## config.mk

```make
export PLATFORM = sky130hd
export DESIGN_NAME = scsw_core
export DESIGN_NICKNAME = d
export VERILOG_FILES = /design/src/core/scsw_pkg.sv /design/src/core/scsw_core.sv /design/src/core/scsw_sync.sv
export SDC_FILE = /design/constraint.sdc
export NUM_CORES = 1
export LEC_CHECK = 0
export BUFFER_PORTS_ARGS = -buffer_cell sky130_fd_sc_hd__buf_2
export CELL_PAD_IN_SITES_DETAIL_PLACEMENT = 1
export CELL_PAD_IN_SITES_GLOBAL_PLACEMENT = 1
export CORE_ASPECT_RATIO = 0.75
export CORE_MARGIN = 5
export CORE_UTILIZATION = 41
export CTS_CLUSTER_SIZE = 40
export DETAILED_ROUTE_END_ITERATION = 12
export GPL_TIMING_DRIVEN = 0
export MAX_ROUTING_LAYER = met4
export PLACE_DENSITY_LB_ADDON = 0.1
export SLEW_MARGIN = 0
export SYNTH_ARGS = -nofsm -noshare
export SYNTH_HDL_FRONTEND = slang
export SYNTH_SLANG_ARGS = --single-unit
export TNS_END_PERCENT = 100
```

## constraint.sdc

```tcl
create_clock -name hclk -period 3.7 [get_ports hclk]
set_input_delay 0.925 -clock hclk [delete_from_list [all_inputs] [get_ports hclk]]
set_output_delay 0.925 -clock hclk [all_outputs]
set_load 0.01 [all_outputs]
```

## src/core/scsw_pkg.sv

```systemverilog
// Constants, types and register map of the system clock switch control.
// Assumes a 250 MHz bus clock; oscillator and Timer1 logic live outside.
package scsw_pkg;

    // ----------------------------------------------------------------
    // Bus clock and timing
    // ----------------------------------------------------------------
    localparam int HCLK_PERIOD_PS   = 4000;
    localparam int HF_STARTUP_PS    = 2000000;
    // Least time: round up, never below one cycle
    localparam int HF_STARTUP_CYC_I = (HF_STARTUP_PS + HCLK_PERIOD_PS - 1) / HCLK_PERIOD_PS;
    localparam int HF_STARTUP_CYC   = (HF_STARTUP_CYC_I < 1) ? 1 : HF_STARTUP_CYC_I;
    localparam int EXT_STARTUP_EDG  = 2;
    localparam int SEC_STARTUP_EDG  = 1024;
    localparam int LF_STARTUP_EDG   = 1;
    localparam int DLY_W            = 11;

    // ----------------------------------------------------------------
    // Register map (byte addresses, one word each)
    // ----------------------------------------------------------------
    localparam logic [7:0] OSC_CONTROL_ADDR = 8'h00;
    localparam logic [7:0] OSC_STATUS_ADDR  = 8'h04;
    localparam int         ADDR_LSB_W       = 8;

    // Control fields
    localparam int         SCS_LSB        = 0;
    localparam int         INTERNAL_FREQ_SELECT_LSB       = 3;
    localparam logic [1:0] SCS_RESET      = 2'h0;
    localparam logic [3:0] INTERNAL_FREQ_SELECT_RESET     = 4'h7;

    // Status fields
    localparam int STAT_HF_STABLE   = 0;
    localparam int STAT_LF_READY    = 1;
    localparam int STAT_HF_READY    = 4;
    localparam int STAT_EXT_RUN     = 5;
    localparam int STAT_SEC_READY   = 7;

    // ----------------------------------------------------------------
    // Clock sources and switch states
    // ----------------------------------------------------------------
    typedef enum logic [1:0] {
        SRC_EXT = 2'h0,
        SRC_SEC = 2'h1,
        SRC_HF  = 2'h2,
        SRC_LF  = 2'h3
    } scsw_src_type;

    typedef enum logic [4:0] {
        ST_IDLE    = 5'h01,
        ST_STARTUP = 5'h02,
        ST_FALL    = 5'h04,
        ST_RISE    = 5'h08,
        ST_UPDATE  = 5'h10
    } scsw_state_type;

    localparam logic [1:0] CONFIG_DEFAULT_OSC_INTERNAL = 2'h0;
    localparam logic [3:0] EXP_NONE      = 4'h0;
    localparam int         POST_W        = 9;

endpackage : scsw_pkg

```

## src/core/scsw_core.sv

```systemverilog
// System clock source selection and glitch-free switch with AHB-Lite registers.
// Assumes oscillator clocks and ready levels arrive asynchronously on pins.
//
// Operation
// - wait falling edge of old clock
// - powered-down target oscillator started with delay
// - hold output low until new rises
// - status refreshed once new clock active
// - same oscillator switches without start-up delay
// - low-frequency switch syncs old and new
// - delays 2 us, 2 cycles, 1024 cycles
// - select 00 uses configuration default source
// - select 01 uses secondary crystal oscillator
// - select 1x uses internal block frequency
// - reset clears source select to zero
// - frequency selector decode, resets to 0111
// - codes 0010-1110 divide the fast oscillator
// - bit 5 high only on external clock
// - bit 5 ignores secondary oscillator use
// - bit 7 ready, or 1 when disabled
// - bits 4 and 1 show oscillator readiness
// - bit 0 shows fast oscillator stable, driving
// - unimplemented bits read zero, ignore writes
// - secondary oscillator enabled only by Timer1
// - slow oscillator off after switch, unless watchdog or power-up timer
// - slow oscillator kept for power-up, watchdog
module scsw_core
    import scsw_pkg::*;
(
    input  wire logic        hclk,
    input  wire logic        hresetn,
    input  wire logic        hsel,
    input  wire logic [31:0] haddr,
    input  wire logic [1:0]  htrans,
    input  wire logic        hwrite,
    input  wire logic [2:0]  hsize,
    input  wire logic [31:0] hwdata,
    input  wire logic        hready,
    output logic      [31:0] hrdata,
    output logic             hreadyout,
    output logic             hresp,
    input  wire logic        ext_clk_in,
    input  wire logic        sec_osc_clk,
    input  wire logic        hf_osc_clk,
    input  wire logic        lf_osc_clk,
    input  wire logic        hf_osc_running,
    input  wire logic        hf_osc_settled,
    input  wire logic        lf_osc_running,
    input  wire logic        sec_osc_ready,
    input  wire logic        secondary_osc_enable,
    input  wire logic        watchdog_enable,
    input  wire logic        power_up_timer_active,
    input  wire logic [1:0]  config_default_osc,
    output logic             hf_osc_enable,
    output logic             lf_osc_enable,
    output logic             sys_clk_out,
    output logic             switch_busy
);

    // ----------------------------------------------------------------
    // Helpers
    // ----------------------------------------------------------------
    // Postscaler exponent; zero means undivided: fast oscillator for code 1111, slow oscillator for codes 0000 and 0001
    function automatic logic [3:0] div_exp(input logic [3:0] sel);
        case (sel)
            4'hF:    div_exp = 4'h0;
            4'hE:    div_exp = 4'h1;
            4'hD:    div_exp = 4'h2;
            4'hC:    div_exp = 4'h3;
            4'hB:    div_exp = 4'h4;
            4'hA:    div_exp = 4'h5;
            4'h9:    div_exp = 4'h6;
            4'h8:    div_exp = 4'h7;
            4'h7:    div_exp = 4'h5;
            4'h6:    div_exp = 4'h6;
            4'h5:    div_exp = 4'h7;
            4'h4:    div_exp = 4'h8;
            4'h3,
            4'h2:    div_exp = 4'h9;
            default: div_exp = EXP_NONE;
        endcase
    endfunction

    // Level of a source as seen through the synchronisers
    function automatic logic clk_level(input scsw_src_type src, input logic [3:0] ex,
                                       input logic ext, input logic sec, input logic hf,
                                       input logic lf, input logic [POST_W-1:0] cnt);
        case (src)
            SRC_EXT: clk_level = ext;
            SRC_SEC: clk_level = sec;
            SRC_LF:  clk_level = lf;
            default: clk_level = (ex == EXP_NONE) ? hf : cnt[ex - 4'h1];
        endcase
    endfunction

    // ----------------------------------------------------------------
    // Pin synchronisers
    // ----------------------------------------------------------------
    logic ext_lvl, ext_rise;
    logic sec_lvl, sec_rise;
    logic hf_lvl,  hf_rise;
    logic lf_lvl,  lf_rise;
    logic hf_run_s, hf_set_s, lf_run_s, sec_rdy_s, sec_en_s;

    scsw_sync u_sync_ext (.hclk(hclk), .hresetn(hresetn), .async_in(ext_clk_in),
                          .level(ext_lvl), .rise(ext_rise), .fall());
    scsw_sync u_sync_sec (.hclk(hclk), .hresetn(hresetn), .async_in(sec_osc_clk),
                          .level(sec_lvl), .rise(sec_rise), .fall());
    scsw_sync u_sync_hf  (.hclk(hclk), .hresetn(hresetn), .async_in(hf_osc_clk),
                          .level(hf_lvl), .rise(hf_rise), .fall());
    scsw_sync u_sync_lf  (.hclk(hclk), .hresetn(hresetn), .async_in(lf_osc_clk),
                          .level(lf_lvl), .rise(lf_rise), .fall());
    scsw_sync u_sync_hfr (.hclk(hclk), .hresetn(hresetn), .async_in(hf_osc_running),
                          .level(hf_run_s), .rise(), .fall());
    scsw_sync u_sync_hfs (.hclk(hclk), .hresetn(hresetn), .async_in(hf_osc_settled),
                          .level(hf_set_s), .rise(), .fall());
    scsw_sync u_sync_lfr (.hclk(hclk), .hresetn(hresetn), .async_in(lf_osc_running),
                          .level(lf_run_s), .rise(), .fall());
    scsw_sync u_sync_scr (.hclk(hclk), .hresetn(hresetn), .async_in(sec_osc_ready),
                          .level(sec_rdy_s), .rise(), .fall());
    scsw_sync u_sync_sce (.hclk(hclk), .hresetn(hresetn), .async_in(secondary_osc_enable),
                          .level(sec_en_s), .rise(), .fall());

    // ----------------------------------------------------------------
    // Registers and bus slave
    // ----------------------------------------------------------------
    logic [1:0]  clock_source_select_r;
    logic [3:0]  internal_freq_select_r;
    logic [7:0]  osc_status_r;
    logic [7:0]  osc_status_nxt;
    logic [31:0] hrdata_r;
    logic        wr_pend_r;
    logic [ADDR_LSB_W-1:0] wr_addr_r;
    logic        addr_phase;
    logic [7:0]  osc_control_rd;

    assign addr_phase     = hsel & htrans[1] & hready;
    assign osc_control_rd = {1'b0, internal_freq_select_r, 1'b0, clock_source_select_r};

    always_ff @(posedge hclk or negedge hresetn) begin
        if (!hresetn) begin
            wr_pend_r <= 1'b0;
            wr_addr_r <= '0;
        end else if (hready) begin
            wr_pend_r <= addr_phase & hwrite;
            wr_addr_r <= haddr[ADDR_LSB_W-1:0];
        end
    end

    always_ff @(posedge hclk or negedge hresetn) begin
        if (!hresetn) begin
            clock_source_select_r  <= SCS_RESET;
            internal_freq_select_r <= INTERNAL_FREQ_SELECT_RESET;
        end else if (wr_pend_r && wr_addr_r == OSC_CONTROL_ADDR) begin
            // Bits 7 and 2 have no storage
            clock_source_select_r  <= hwdata[SCS_LSB +: 2];
            internal_freq_select_r <= hwdata[INTERNAL_FREQ_SELECT_LSB +: 4];
        end
    end

    // Read data is fetched in the address phase so hrdata is a flop
    always_ff @(posedge hclk or negedge hresetn) begin
        if (!hresetn) begin
            hrdata_r <= 32'h0000_0000;
        end else if (addr_phase && !hwrite) begin
            case (haddr[ADDR_LSB_W-1:0])
                OSC_CONTROL_ADDR: hrdata_r <= {24'h00_0000, osc_control_rd};
                OSC_STATUS_ADDR:  hrdata_r <= {24'h00_0000, osc_status_r};
                default:          hrdata_r <= 32'h0000_0000;
            endcase
        end
    end

    assign hrdata    = hrdata_r;
    assign hreadyout = 1'b1;
    assign hresp     = 1'b0;

    // ----------------------------------------------------------------
    // Requested source
    // ----------------------------------------------------------------
    scsw_src_type req_src;
    logic [3:0]   req_exp;
    logic [3:0]   int_exp;
    scsw_src_type int_src;

    always_comb begin
        int_exp = div_exp(internal_freq_select_r);
        int_src = (int_exp == EXP_NONE && internal_freq_select_r != 4'hF) ? SRC_LF : SRC_HF;
        if (clock_source_select_r[1]) begin
            req_src = int_src;
            req_exp = int_exp;
        end else if (clock_source_select_r[0]) begin
            req_src = SRC_SEC;
            req_exp = EXP_NONE;
        end else if (config_default_osc == CONFIG_DEFAULT_OSC_INTERNAL) begin
            req_src = int_src;
            req_exp = int_exp;
        end else begin
            req_src = SRC_EXT;
            req_exp = EXP_NONE;
        end
    end

    // ----------------------------------------------------------------
    // Postscaler of the fast oscillator
    // ----------------------------------------------------------------
    logic [POST_W-1:0] post_cnt_r;

    always_ff @(posedge hclk or negedge hresetn) begin
        if (!hresetn) begin
            post_cnt_r <= '0;
        end else if (hf_rise) begin
            post_cnt_r <= post_cnt_r + {{(POST_W-1){1'b0}}, 1'b1};
        end
    end

    // ----------------------------------------------------------------
    // Switch sequencer
    // ----------------------------------------------------------------
    scsw_state_type state_r;
    scsw_src_type   cur_src_r, tgt_src_r;
    logic [3:0]     cur_exp_r, tgt_exp_r;
    logic           cur_valid_r;
    logic [DLY_W-1:0] dly_r;
    logic           old_lvl, new_lvl, old_prev_r, new_prev_r;
    logic           old_fall, new_rise, dly_tick, need_start, change_req;
    logic           hf_en_r, lf_en_r, sys_clk_r;
    logic [DLY_W-1:0] dly_load;

    assign old_lvl  = clk_level(cur_src_r, cur_exp_r, ext_lvl, sec_lvl, hf_lvl, lf_lvl,
                                post_cnt_r);
    assign new_lvl  = clk_level(tgt_src_r, tgt_exp_r, ext_lvl, sec_lvl, hf_lvl, lf_lvl,
                                post_cnt_r);
    assign old_fall = old_prev_r & ~old_lvl;
    assign new_rise = new_lvl & ~new_prev_r;
    assign change_req = !cur_valid_r || req_src != cur_src_r || req_exp != cur_exp_r;

    // Start-up needed only when the target oscillator differs or is off
    always_comb begin
        case (req_src)
            SRC_HF:  need_start = !hf_en_r;
            SRC_LF:  need_start = !lf_en_r || cur_src_r != SRC_LF;
            default: need_start = !cur_valid_r || cur_src_r != req_src;
        endcase
        if (cur_valid_r && req_src == cur_src_r && req_src != SRC_LF) begin
            need_start = need_start & (req_src == SRC_HF);
        end
        case (req_src)
            SRC_HF:  dly_load = DLY_W'(HF_STARTUP_CYC);
            SRC_EXT: dly_load = DLY_W'(EXT_STARTUP_EDG);
            SRC_SEC: dly_load = DLY_W'(SEC_STARTUP_EDG);
            default: dly_load = DLY_W'(LF_STARTUP_EDG);
        endcase
    end

    // Fast oscillator delay runs in bus cycles, the others in their own edges
    always_comb begin
        case (tgt_src_r)
            SRC_HF:  dly_tick = 1'b1;
            SRC_EXT: dly_tick = ext_rise;
            SRC_SEC: dly_tick = sec_rise;
            default: dly_tick = lf_rise;
        endcase
    end

    always_ff @(posedge hclk or negedge hresetn) begin
        if (!hresetn) begin
            old_prev_r <= 1'b0;
            new_prev_r <= 1'b0;
        end else begin
            old_prev_r <= old_lvl;
            new_prev_r <= new_lvl;
        end
    end

    // A rewrite while busy is only looked at again back in idle
    always_ff @(posedge hclk or negedge hresetn) begin
        if (!hresetn) begin
            state_r     <= ST_IDLE;
            tgt_src_r   <= SRC_EXT;
            tgt_exp_r   <= EXP_NONE;
            cur_src_r   <= SRC_EXT;
            cur_exp_r   <= EXP_NONE;
            cur_valid_r <= 1'b0;
            dly_r       <= '0;
        end else begin
            case (state_r)
                ST_IDLE: begin
                    if (change_req) begin
                        tgt_src_r <= req_src;
                        tgt_exp_r <= req_exp;
                        dly_r     <= dly_load;
                        if (need_start) begin
                            state_r <= ST_STARTUP;
                        end else begin
                            state_r <= cur_valid_r ? ST_FALL : ST_RISE;
                        end
                    end
                end
                ST_STARTUP: begin
                    if (dly_tick) begin
                        dly_r <= dly_r - {{(DLY_W-1){1'b0}}, 1'b1};
                        if (dly_r == {{(DLY_W-1){1'b0}}, 1'b1}) begin
                            state_r <= cur_valid_r ? ST_FALL : ST_RISE;
                        end
                    end
                end
                ST_FALL: begin
                    if (!old_lvl && !sys_clk_r) begin
                        state_r <= ST_RISE;
                    end
                end
                ST_RISE: begin
                    if (new_rise) begin
                        cur_src_r   <= tgt_src_r;
                        cur_exp_r   <= tgt_exp_r;
                        cur_valid_r <= 1'b1;
                        state_r     <= ST_UPDATE;
                    end
                end
                ST_UPDATE: begin
                    state_r <= ST_IDLE;
                end
                default: begin
                    state_r <= ST_IDLE;
                end
            endcase
        end
    end

    // ----------------------------------------------------------------
    // System clock output
    // ----------------------------------------------------------------
    // Held low between the old fall and the new rise, so no runt pulse
    always_ff @(posedge hclk or negedge hresetn) begin
        if (!hresetn) begin
            sys_clk_r <= 1'b0;
        end else begin
            case (state_r)
                ST_RISE:   sys_clk_r <= new_rise;
                ST_FALL:   sys_clk_r <= old_lvl & ~old_fall;
                default:   sys_clk_r <= cur_valid_r & old_lvl;
            endcase
        end
    end

    // ----------------------------------------------------------------
    // Oscillator enables
    // ----------------------------------------------------------------
    always_ff @(posedge hclk or negedge hresetn) begin
        if (!hresetn) begin
            hf_en_r <= 1'b0;
            lf_en_r <= 1'b0;
        end else begin
            hf_en_r <= (cur_valid_r && cur_src_r == SRC_HF)
                    || (state_r != ST_IDLE && tgt_src_r == SRC_HF)
                    || (state_r == ST_IDLE && change_req && req_src == SRC_HF);
            // Old slow oscillator drops once it stops being current, unless watchdog or power-up timer is on
            lf_en_r <= (cur_valid_r && cur_src_r == SRC_LF)
                    || (state_r != ST_IDLE && tgt_src_r == SRC_LF)
                    || (state_r == ST_IDLE && change_req && req_src == SRC_LF)
                    || watchdog_enable || power_up_timer_active;
        end
    end

    // ----------------------------------------------------------------
    // Status register
    // ----------------------------------------------------------------
    always_comb begin
        osc_status_nxt = 8'h00;
        osc_status_nxt[STAT_SEC_READY] = sec_en_s ? sec_rdy_s : 1'b1;
        // Secondary source counts as not external here
        osc_status_nxt[STAT_EXT_RUN]   = cur_valid_r && cur_src_r == SRC_EXT;
        osc_status_nxt[STAT_HF_READY]  = hf_en_r & hf_run_s;
        osc_status_nxt[STAT_LF_READY]  = lf_en_r & lf_run_s;
        osc_status_nxt[STAT_HF_STABLE] = hf_en_r & hf_run_s & hf_set_s;
    end

    // Frozen mid-switch; refreshed once the new clock is active
    always_ff @(posedge hclk or negedge hresetn) begin
        if (!hresetn) begin
            osc_status_r <= 8'h00;
        end else if (state_r == ST_IDLE || state_r == ST_UPDATE) begin
            osc_status_r <= osc_status_nxt;
        end
    end

    // secondary oscillator enable is only observed, never driven
    assign hf_osc_enable = hf_en_r;
    assign lf_osc_enable = lf_en_r;
    assign sys_clk_out   = sys_clk_r;
    assign switch_busy   = (state_r != ST_IDLE);

endmodule // scsw_core

```

## src/core/scsw_sync.sv

```systemverilog
// Two-flop synchroniser with edge pulses for one asynchronous level.
// Assumes the input toggles no faster than a quarter of hclk.
module scsw_sync (
    input  wire logic hclk,
    input  wire logic hresetn,
    input  wire logic async_in,
    output logic      level,
    output logic      rise,
    output logic      fall
);

    logic meta_r;
    logic sync_r;
    logic prev_r;

    always_ff @(posedge hclk or negedge hresetn) begin
        if (!hresetn) begin
            meta_r <= 1'b0;
            sync_r <= 1'b0;
            prev_r <= 1'b0;
        end else begin
            meta_r <= async_in;
            sync_r <= meta_r;
            prev_r <= sync_r;
        end
    end

    assign level = sync_r;
    assign rise  = sync_r & ~prev_r;
    assign fall  = ~sync_r & prev_r;

endmodule // scsw_sync

```

==> run_results.csv, run 1 <==
group,metric,value,unit
sta,rsz0062_at_grt,"false",
setup_path,path_max_fanout,8,
sta,worst_slew_pin_slew,0.748,ns
setup_path,crit_slowest_cell,"nor4b_1",
logic_synthesis,netlist_instances,465,
global_route,grt_max_degree,67,
cts,clock_sinks,91,
logic_synthesis,yosysTopAreaCell,"dfrtp_1",
floorplanning,die_area,0.0140,mm^2
drt,totalWireLength,12000,um
cts,cts-buffers-inserted,9,
global_route,overflow,0,
sta,tns,0,ns
finish,area_growth,16.8,%
setup_path,worstReg2RegEnd,"dly_r[0]",
finish,final_cells,711,
sta,finalCritPeriodShare,83.8,%
logic_synthesis,ys_seq_area_share,47.5,%
power_and_ir_drop,ir_worst_vdd,307,uV
drt,vias,3697,
power_and_ir_drop,combPwrFrac,40.1,%
placed_design,place_hpwl,8880,um
logic_synthesis,synth-edff-count,0,
sta,fin_ws,0.601,ns
floorplanning,io_pins,125,
cts,insertion_delay,0.34,ns
placed_design,io_buffer_count,42,
flow_run,drv_cap,0,
sta,slew_viol_final,0,
logic_synthesis,synthArstFlopShare,100,%
power_and_ir_drop,pwr-share-seq,37.5,%
sta,fmax,0.323,GHz
finish,fin_nets,641,
drt,vias_per_cell,5.20,
logic_synthesis,ys_warn_count,0,
worst_hold_path,hold_depth,0,
logic_synthesis,ys.flop_type,"dfrtp_1",
power_and_ir_drop,p_per_area,684,mW/mm^2
setup_path,crit_path_start_kind,"register",
logic_synthesis,synth.top_cells.by_area,"dfrtp_1, mux2_2, buf_4, o21ai_0, nand2_1",
setup_path,max_stage_delay,0.63,ns
logic_synthesis,netlist_area,0.00480,mm^2
logic_synthesis,yosys-top-cells-count,"dfrtp_1, nand2_1, nor2_1, o21ai_0, buf_4",
drt,drc,0,
finish,final_area,0.00561,mm^2
setup_path,critPathCaptureType,"register",
setup_path,ff2ff_setup_slack,0.60,ns
logic_synthesis,ys_seq_elements,91,
placed_design,dpl_cell_area,0.00534,mm^2
logic_synthesis,avgSynthCellArea,10.3,um^2
sta,slew_headroom,49.7,%
cts,h-tree-depth,3,
cts,postCtsSetupBuffers,0,
placed_design,pre_cts_ws,0.500,ns
cts,path_clk_slew,0.07,ns
cts,post_cts_resized,0,
drt,routedWlPerCell,16.9,um
power_and_ir_drop,p_sw,1.52,mW
power_and_ir_drop,clkPwrFrac,22.4,%
finish,num_antenna_cells,0,
power_and_ir_drop,p_int,2.31,mW
setup_path,reg2reg_depth,10,
sta,setup_violations,0,
floorplanning,die_w,135,um
logic_synthesis,synth_most_common_cell,"dfrtp_1",
finish,postLayoutCoreUtil,48.7,%
cts,cts.path.max_buffers,2,
worst_hold_path,hold_path_class,"register to register",
finish,layout-drive-gt1-share,25.1,%
setup_path,worstSetupPathType,"register to register",
power_and_ir_drop,swShare,39.7,%
global_route,grt_pass1_vias,3864,
drt,drt_iter0_markers,158,
setup_path,cp-endpoint,"dly_r[0]",
setup_path,required,3.95,ns
cts,tritoncts,"yes",
logic_synthesis,synth.distinct_cells,67,
global_route,antenna_found_initial,0,
floorplanning,start_util,41.7,%
status,status,"completed",
floorplanning,chipHeight,104,um
sta,fin_hold_ws,0.349,ns
cts,ctsHoldBuffers,0,
power_and_ir_drop,p_leak,2.56,nW
global_route,grt_pass1_wl,20100,um
sta,period_minus_slack,3.10,ns
sta,hold_violations,0,
cts,clock-root-buffer,"clkbuf_16",
logic_synthesis,synth.top_cell.area_share,45.3,%
drt,first_pass_iters,4,
setup_path,timing.rr.start,"internal_freq_select_r[0]",
floorplanning,core-area,0.0115,mm^2
setup_path,crit_arrival,3.35,ns
setup_path,worstSetupStartpoint,"internal_freq_select_r[0]",
setup_path,path_cells,"buf_4 > inv_1 > ha_1 > nor3b_1 > a211oi_2 > a21oi_2 > xor2_1 > nor4b_1 > a211oi_1 > o21ai_0",
power_and_ir_drop,total_power,3.83,mW
placed_design,dp_cells,695,
global_route,grt_usage,18.3,%
sta,finClkSkew,0.00671,ns
finish,nFillCells,1311,
drt,drtAntennaViolNets,0,
placed_design,place_congestion,0.803,
floorplanning,fp-row-count,34,
registers in the layout, indices dropped and copies added, names as in the netlist, 2 cells and up:
signal and count:
dly_r 11, post_cnt_r 9, wr_addr_r 8, hrdata 7, osc_status_r 5, state_r 5
cur_exp_r 4, internal_freq_select_r 4, tgt_exp_r 4, clock_source_select_r 2, cur_src_r 2, tgt_src_r 2
power by group through the flow:
stage                     Clock [mW]  Sequential, mW  Combinational (mW)
after floorplan                    0            1.39                1.13
after global placement             0            1.44                1.46
after detailed placement           0            1.46                1.53
after CTS                      0.890            1.44                1.54
after global routing           0.931            1.47                1.71
final                          0.859            1.44                1.54
logic make-up after synthesis:
family | after synthesis | share of synthesized area (%)
buf+inv | 63 | 7.50
simple gates | 158 | 17.3
xor+xnor | 15 | 2.74
flops | 91 | 47.5
fa+ha+maj | 10 | 2.61
other cells | 2 | 0.156
mux | 33 | 8.47
compound gates | 93 | 13.7
layout by cell type (no fill, tap or decap), drive strengths merged, types with 6 or more instances in the layout:
cell type  Yosys  layout
a21oi          6       6
nor2b         10      10
buf           37      80
a211oi         7       7
nor3          14      14
ha            10      10
inv           17      19
mux2          21      21
xor2           7       7
nor4           6       6
nand2         39      39
clkbuf         9      20
nor2          35      35
dfrtp         87      87
xnor2          8       8
nand2b         7       7
o21ai         36      36
mux2i          8       8
conb           2      27
a31oi          8       8
nand3          9       9
per-layer routing:
| layer | GRT usage [%] | share of wire [%] |
|---|---|---|
| met5 | - | 0 |
| met4 | 3.88 | 1.0 |
| met3 | 3.59 | 4.0 |
| met2 | 28.8 | 47 |
| met1 | 24.7 | 48 |
final cells by class:
type                            count  area, um^2  area share (%)
Buffer                             46         297            5.29
Clock inverter                      5        37.5           0.669
Inverter                           17        63.8            1.14
Tap cell                          162         203            3.61
Clock buffer                       11         233            4.15
Timing Repair Buffer               43         240            4.28
Multi-Input combinational cell    336        2250            40.2
Sequential cell                    91        2280            40.7
worst min-delay path by stage:
stage                                 start               end  slack [ns]
after floorplan           u_sync_ext.meta_r  u_sync_ext.level        0.33
after global placement     u_sync_lf.meta_r   u_sync_lf.level        0.33
after detailed placement  u_sync_hfs.meta_r  u_sync_hfs.level        0.34
after CTS                 u_sync_hfs.meta_r  u_sync_hfs.level        0.35
after global routing      u_sync_hfr.meta_r  u_sync_hfr.level        0.36
final                     u_sync_hfs.meta_r  u_sync_hfs.level        0.35
critical path, delay by kind of cell (launching register included):
family	cells	cell delay (ns)
and+or+nand+nor	2	0.98
xor gates and xnor gates	1	0.27
buffers and inverters	2	0.23
adders and majority gates	1	0.23
AOI/OAI and AO/OA	4	0.78
DFF	1	0.53
No activity file was read; power rests on OpenSTA's default activity.
==> run 2: changes to the inputs <==
- clock period: 3.7 -> 3 ns (I/O delays scaled with it)
==> run 2 against run 1 <==
  * Flip-flop and latch count unchanged
  * Cell area up 1.3%
  * Core utilization up 0.64 points
  * Clock power up 23%
  * Sequential share of layout area down 0.53 points
  * Critical path type unchanged
  * Critical endpoint unchanged
  * Largest power group unchanged
==> run_results.csv, run 2 (same netlist as run 1, synthesis figures left out) <==
group,metric,value,unit
setup_path,crit_arrival,3.14,ns
placed_design,place_hpwl,8880,um
setup_path,required,3.26,ns
setup_path,critPathCaptureType,"register",
global_route,grt_pass1_wl,20100,um
power_and_ir_drop,p_leak,2.58,nW
cts,path_clk_slew,0.06,ns
worst_hold_path,hold_path_class,"input pin to async pin",
floorplanning,core-area,0.0115,mm^2
cts,insertion_delay,0.34,ns
global_route,grt_pass1_vias,3848,
setup_path,worstSetupPathType,"register to register",
sta,finClkSkew,0.00721,ns
cts,ctsHoldBuffers,0,
setup_path,ff2ff_setup_slack,0.12,ns
cts,h-tree-depth,3,
placed_design,io_buffer_count,42,
finish,postLayoutCoreUtil,49.3,%
drt,drc,0,
sta,slew_headroom,47.3,%
sta,fin_hold_ws,0.312,ns
global_route,antenna_found_initial,0,
floorplanning,start_util,41.7,%
finish,final_common_cell,"dfrtp_1",
global_route,overflow,0,
drt,totalWireLength,12000,um
drt,drt_iter0_markers,182,
sta,finalCritPeriodShare,96.0,%
power_and_ir_drop,ir_worst_vdd,382,uV
cts,clock_sinks,91,
floorplanning,die_area,0.0140,mm^2
finish,final_cell_mix,"dfrtp_1, buf_2, nand2_1, nor2_1, o21ai_0",
finish,num_antenna_cells,0,
cts,clock-root-buffer,"clkbuf_16",
sta,period_minus_slack,2.88,ns
finish,regMostFlops,"dly_r",
flow_run,drv_cap,0,
finish,final_area,0.00568,mm^2
finish,layout-drive-gt1-share,26.2,%
setup_path,path_max_fanout,8,
global_route,grt_use_met3,3.54,%
finish,area_growth,18.3,%
floorplanning,chipHeight,104,um
setup_path,reg2reg_depth,10,
drt,vias,3682,
floorplanning,die_w,135,um
cts,postCtsSetupBuffers,0,
global_route,globalRoute.busiestLayer,"met2",
global_route,grt_max_degree,67,
global_route,use_met1,24.7,%
power_and_ir_drop,total_power,4.81,mW
cts,cts-buffers-inserted,9,
status,status,"completed",
sta,hold_violations,0,
drt,vias_per_cell,5.18,
cts,cts.path.max_buffers,2,
placed_design,place_congestion,0.803,
sta,slew_viol_final,0,
finish,fin_nets,641,
finish,top_regs,"dly_r: 11 flops, post_cnt_r: 9 flops, wr_addr_r: 8 flops",
sta,setup_violations,0,
setup_path,worstReg2RegEnd,"dly_r[0]",
setup_path,timing.rr.start,"internal_freq_select_r[0]",
floorplanning,fp-row-count,34,
cts,tritoncts,"yes",
global_route,met2_usage,28.8,%
sta,fin_ws,0.119,ns
finish,largest_reg_flops,11,
global_route,grt_usage,18.2,%
setup_path,crit_path_start_kind,"register",
placed_design,dpl_cell_area,0.00534,mm^2
drt,drtAntennaViolNets,0,
drt,routedWlPerCell,16.9,um
power_and_ir_drop,p_per_area,847,mW/mm^2
floorplanning,io_pins,125,
sta,fmax,0.347,GHz
placed_design,pre_cts_ws,-0.0602,ns
sta,worst_slew_pin_slew,0.784,ns
drt,first_pass_iters,4,
run 2: timing repair:
item                                    4_1_cts  5_1_grt
endpoints found under the setup margin        3       23
pin swaps                                     0        0
gates resized for setup                       1       10
run 2: worst max path at each step:
stage                     depth (start not counted)  endpoint                      start  slack (ns)
after floorplan                                  10  dly_r[0]  internal_freq_select_r[0]        0.40
after global placement                           10  dly_r[0]  internal_freq_select_r[0]       -0.03
after detailed placement                         10  dly_r[0]  internal_freq_select_r[0]       -0.06
after CTS                                        11  dly_r[6]  internal_freq_select_r[0]        0.08
after global routing                             10  dly_r[8]  internal_freq_select_r[0]      -0.008
final                                            10  dly_r[0]  internal_freq_select_r[0]        0.12
run 2: final cells by class:
class,instances,area [um^2]
inverter,17,63.8
clock buffer,11,233
sequential,91,2280
multi-input combinational,336,2330
buffer,46,297
clock inverter,5,37.5
fill,1301,5850
tap,162,203
timing repair buffer,43,240
run 2: metrics by stage:
stage	instances	setup TNS, ns
2_1_floorplan	490	0
3_3_place_gp	694	-0.0457
3_5_place_dp	695	-0.109
4_1_cts	711	0
5_1_grt	711	-0.00757
6_report	711	0
run 2: report_power, final:
group	total, mW	leakage [nW]	internal (mW)	switching (mW)
clock network	1.06	0.127	0.567	0.493
logic	1.98	1.32	0.794	1.19
registers	1.77	1.13	1.52	0.256
total	4.81	2.58	2.88	1.94
run 2: critical path: stages (launching register included):
cell,delay [ns]
dfstp_2,0.53
buf_4,0.16
inv_1,0.07
ha_1,0.30
nor3_1,0.05
a211o_1,0.35
and4_1,0.25
o32ai_4,0.38
nor3_2,0.14
or4_1,0.48
o21ai_0,0.09
run 2: routing by layer:
layer / vias to the layer above / part of all wire [%]
met5: - / 0
met2: 56 / 47
met1: 1848 / 48
met4: 0 / 0.86
met3: 12 / 3.8
li1: 1766 / -
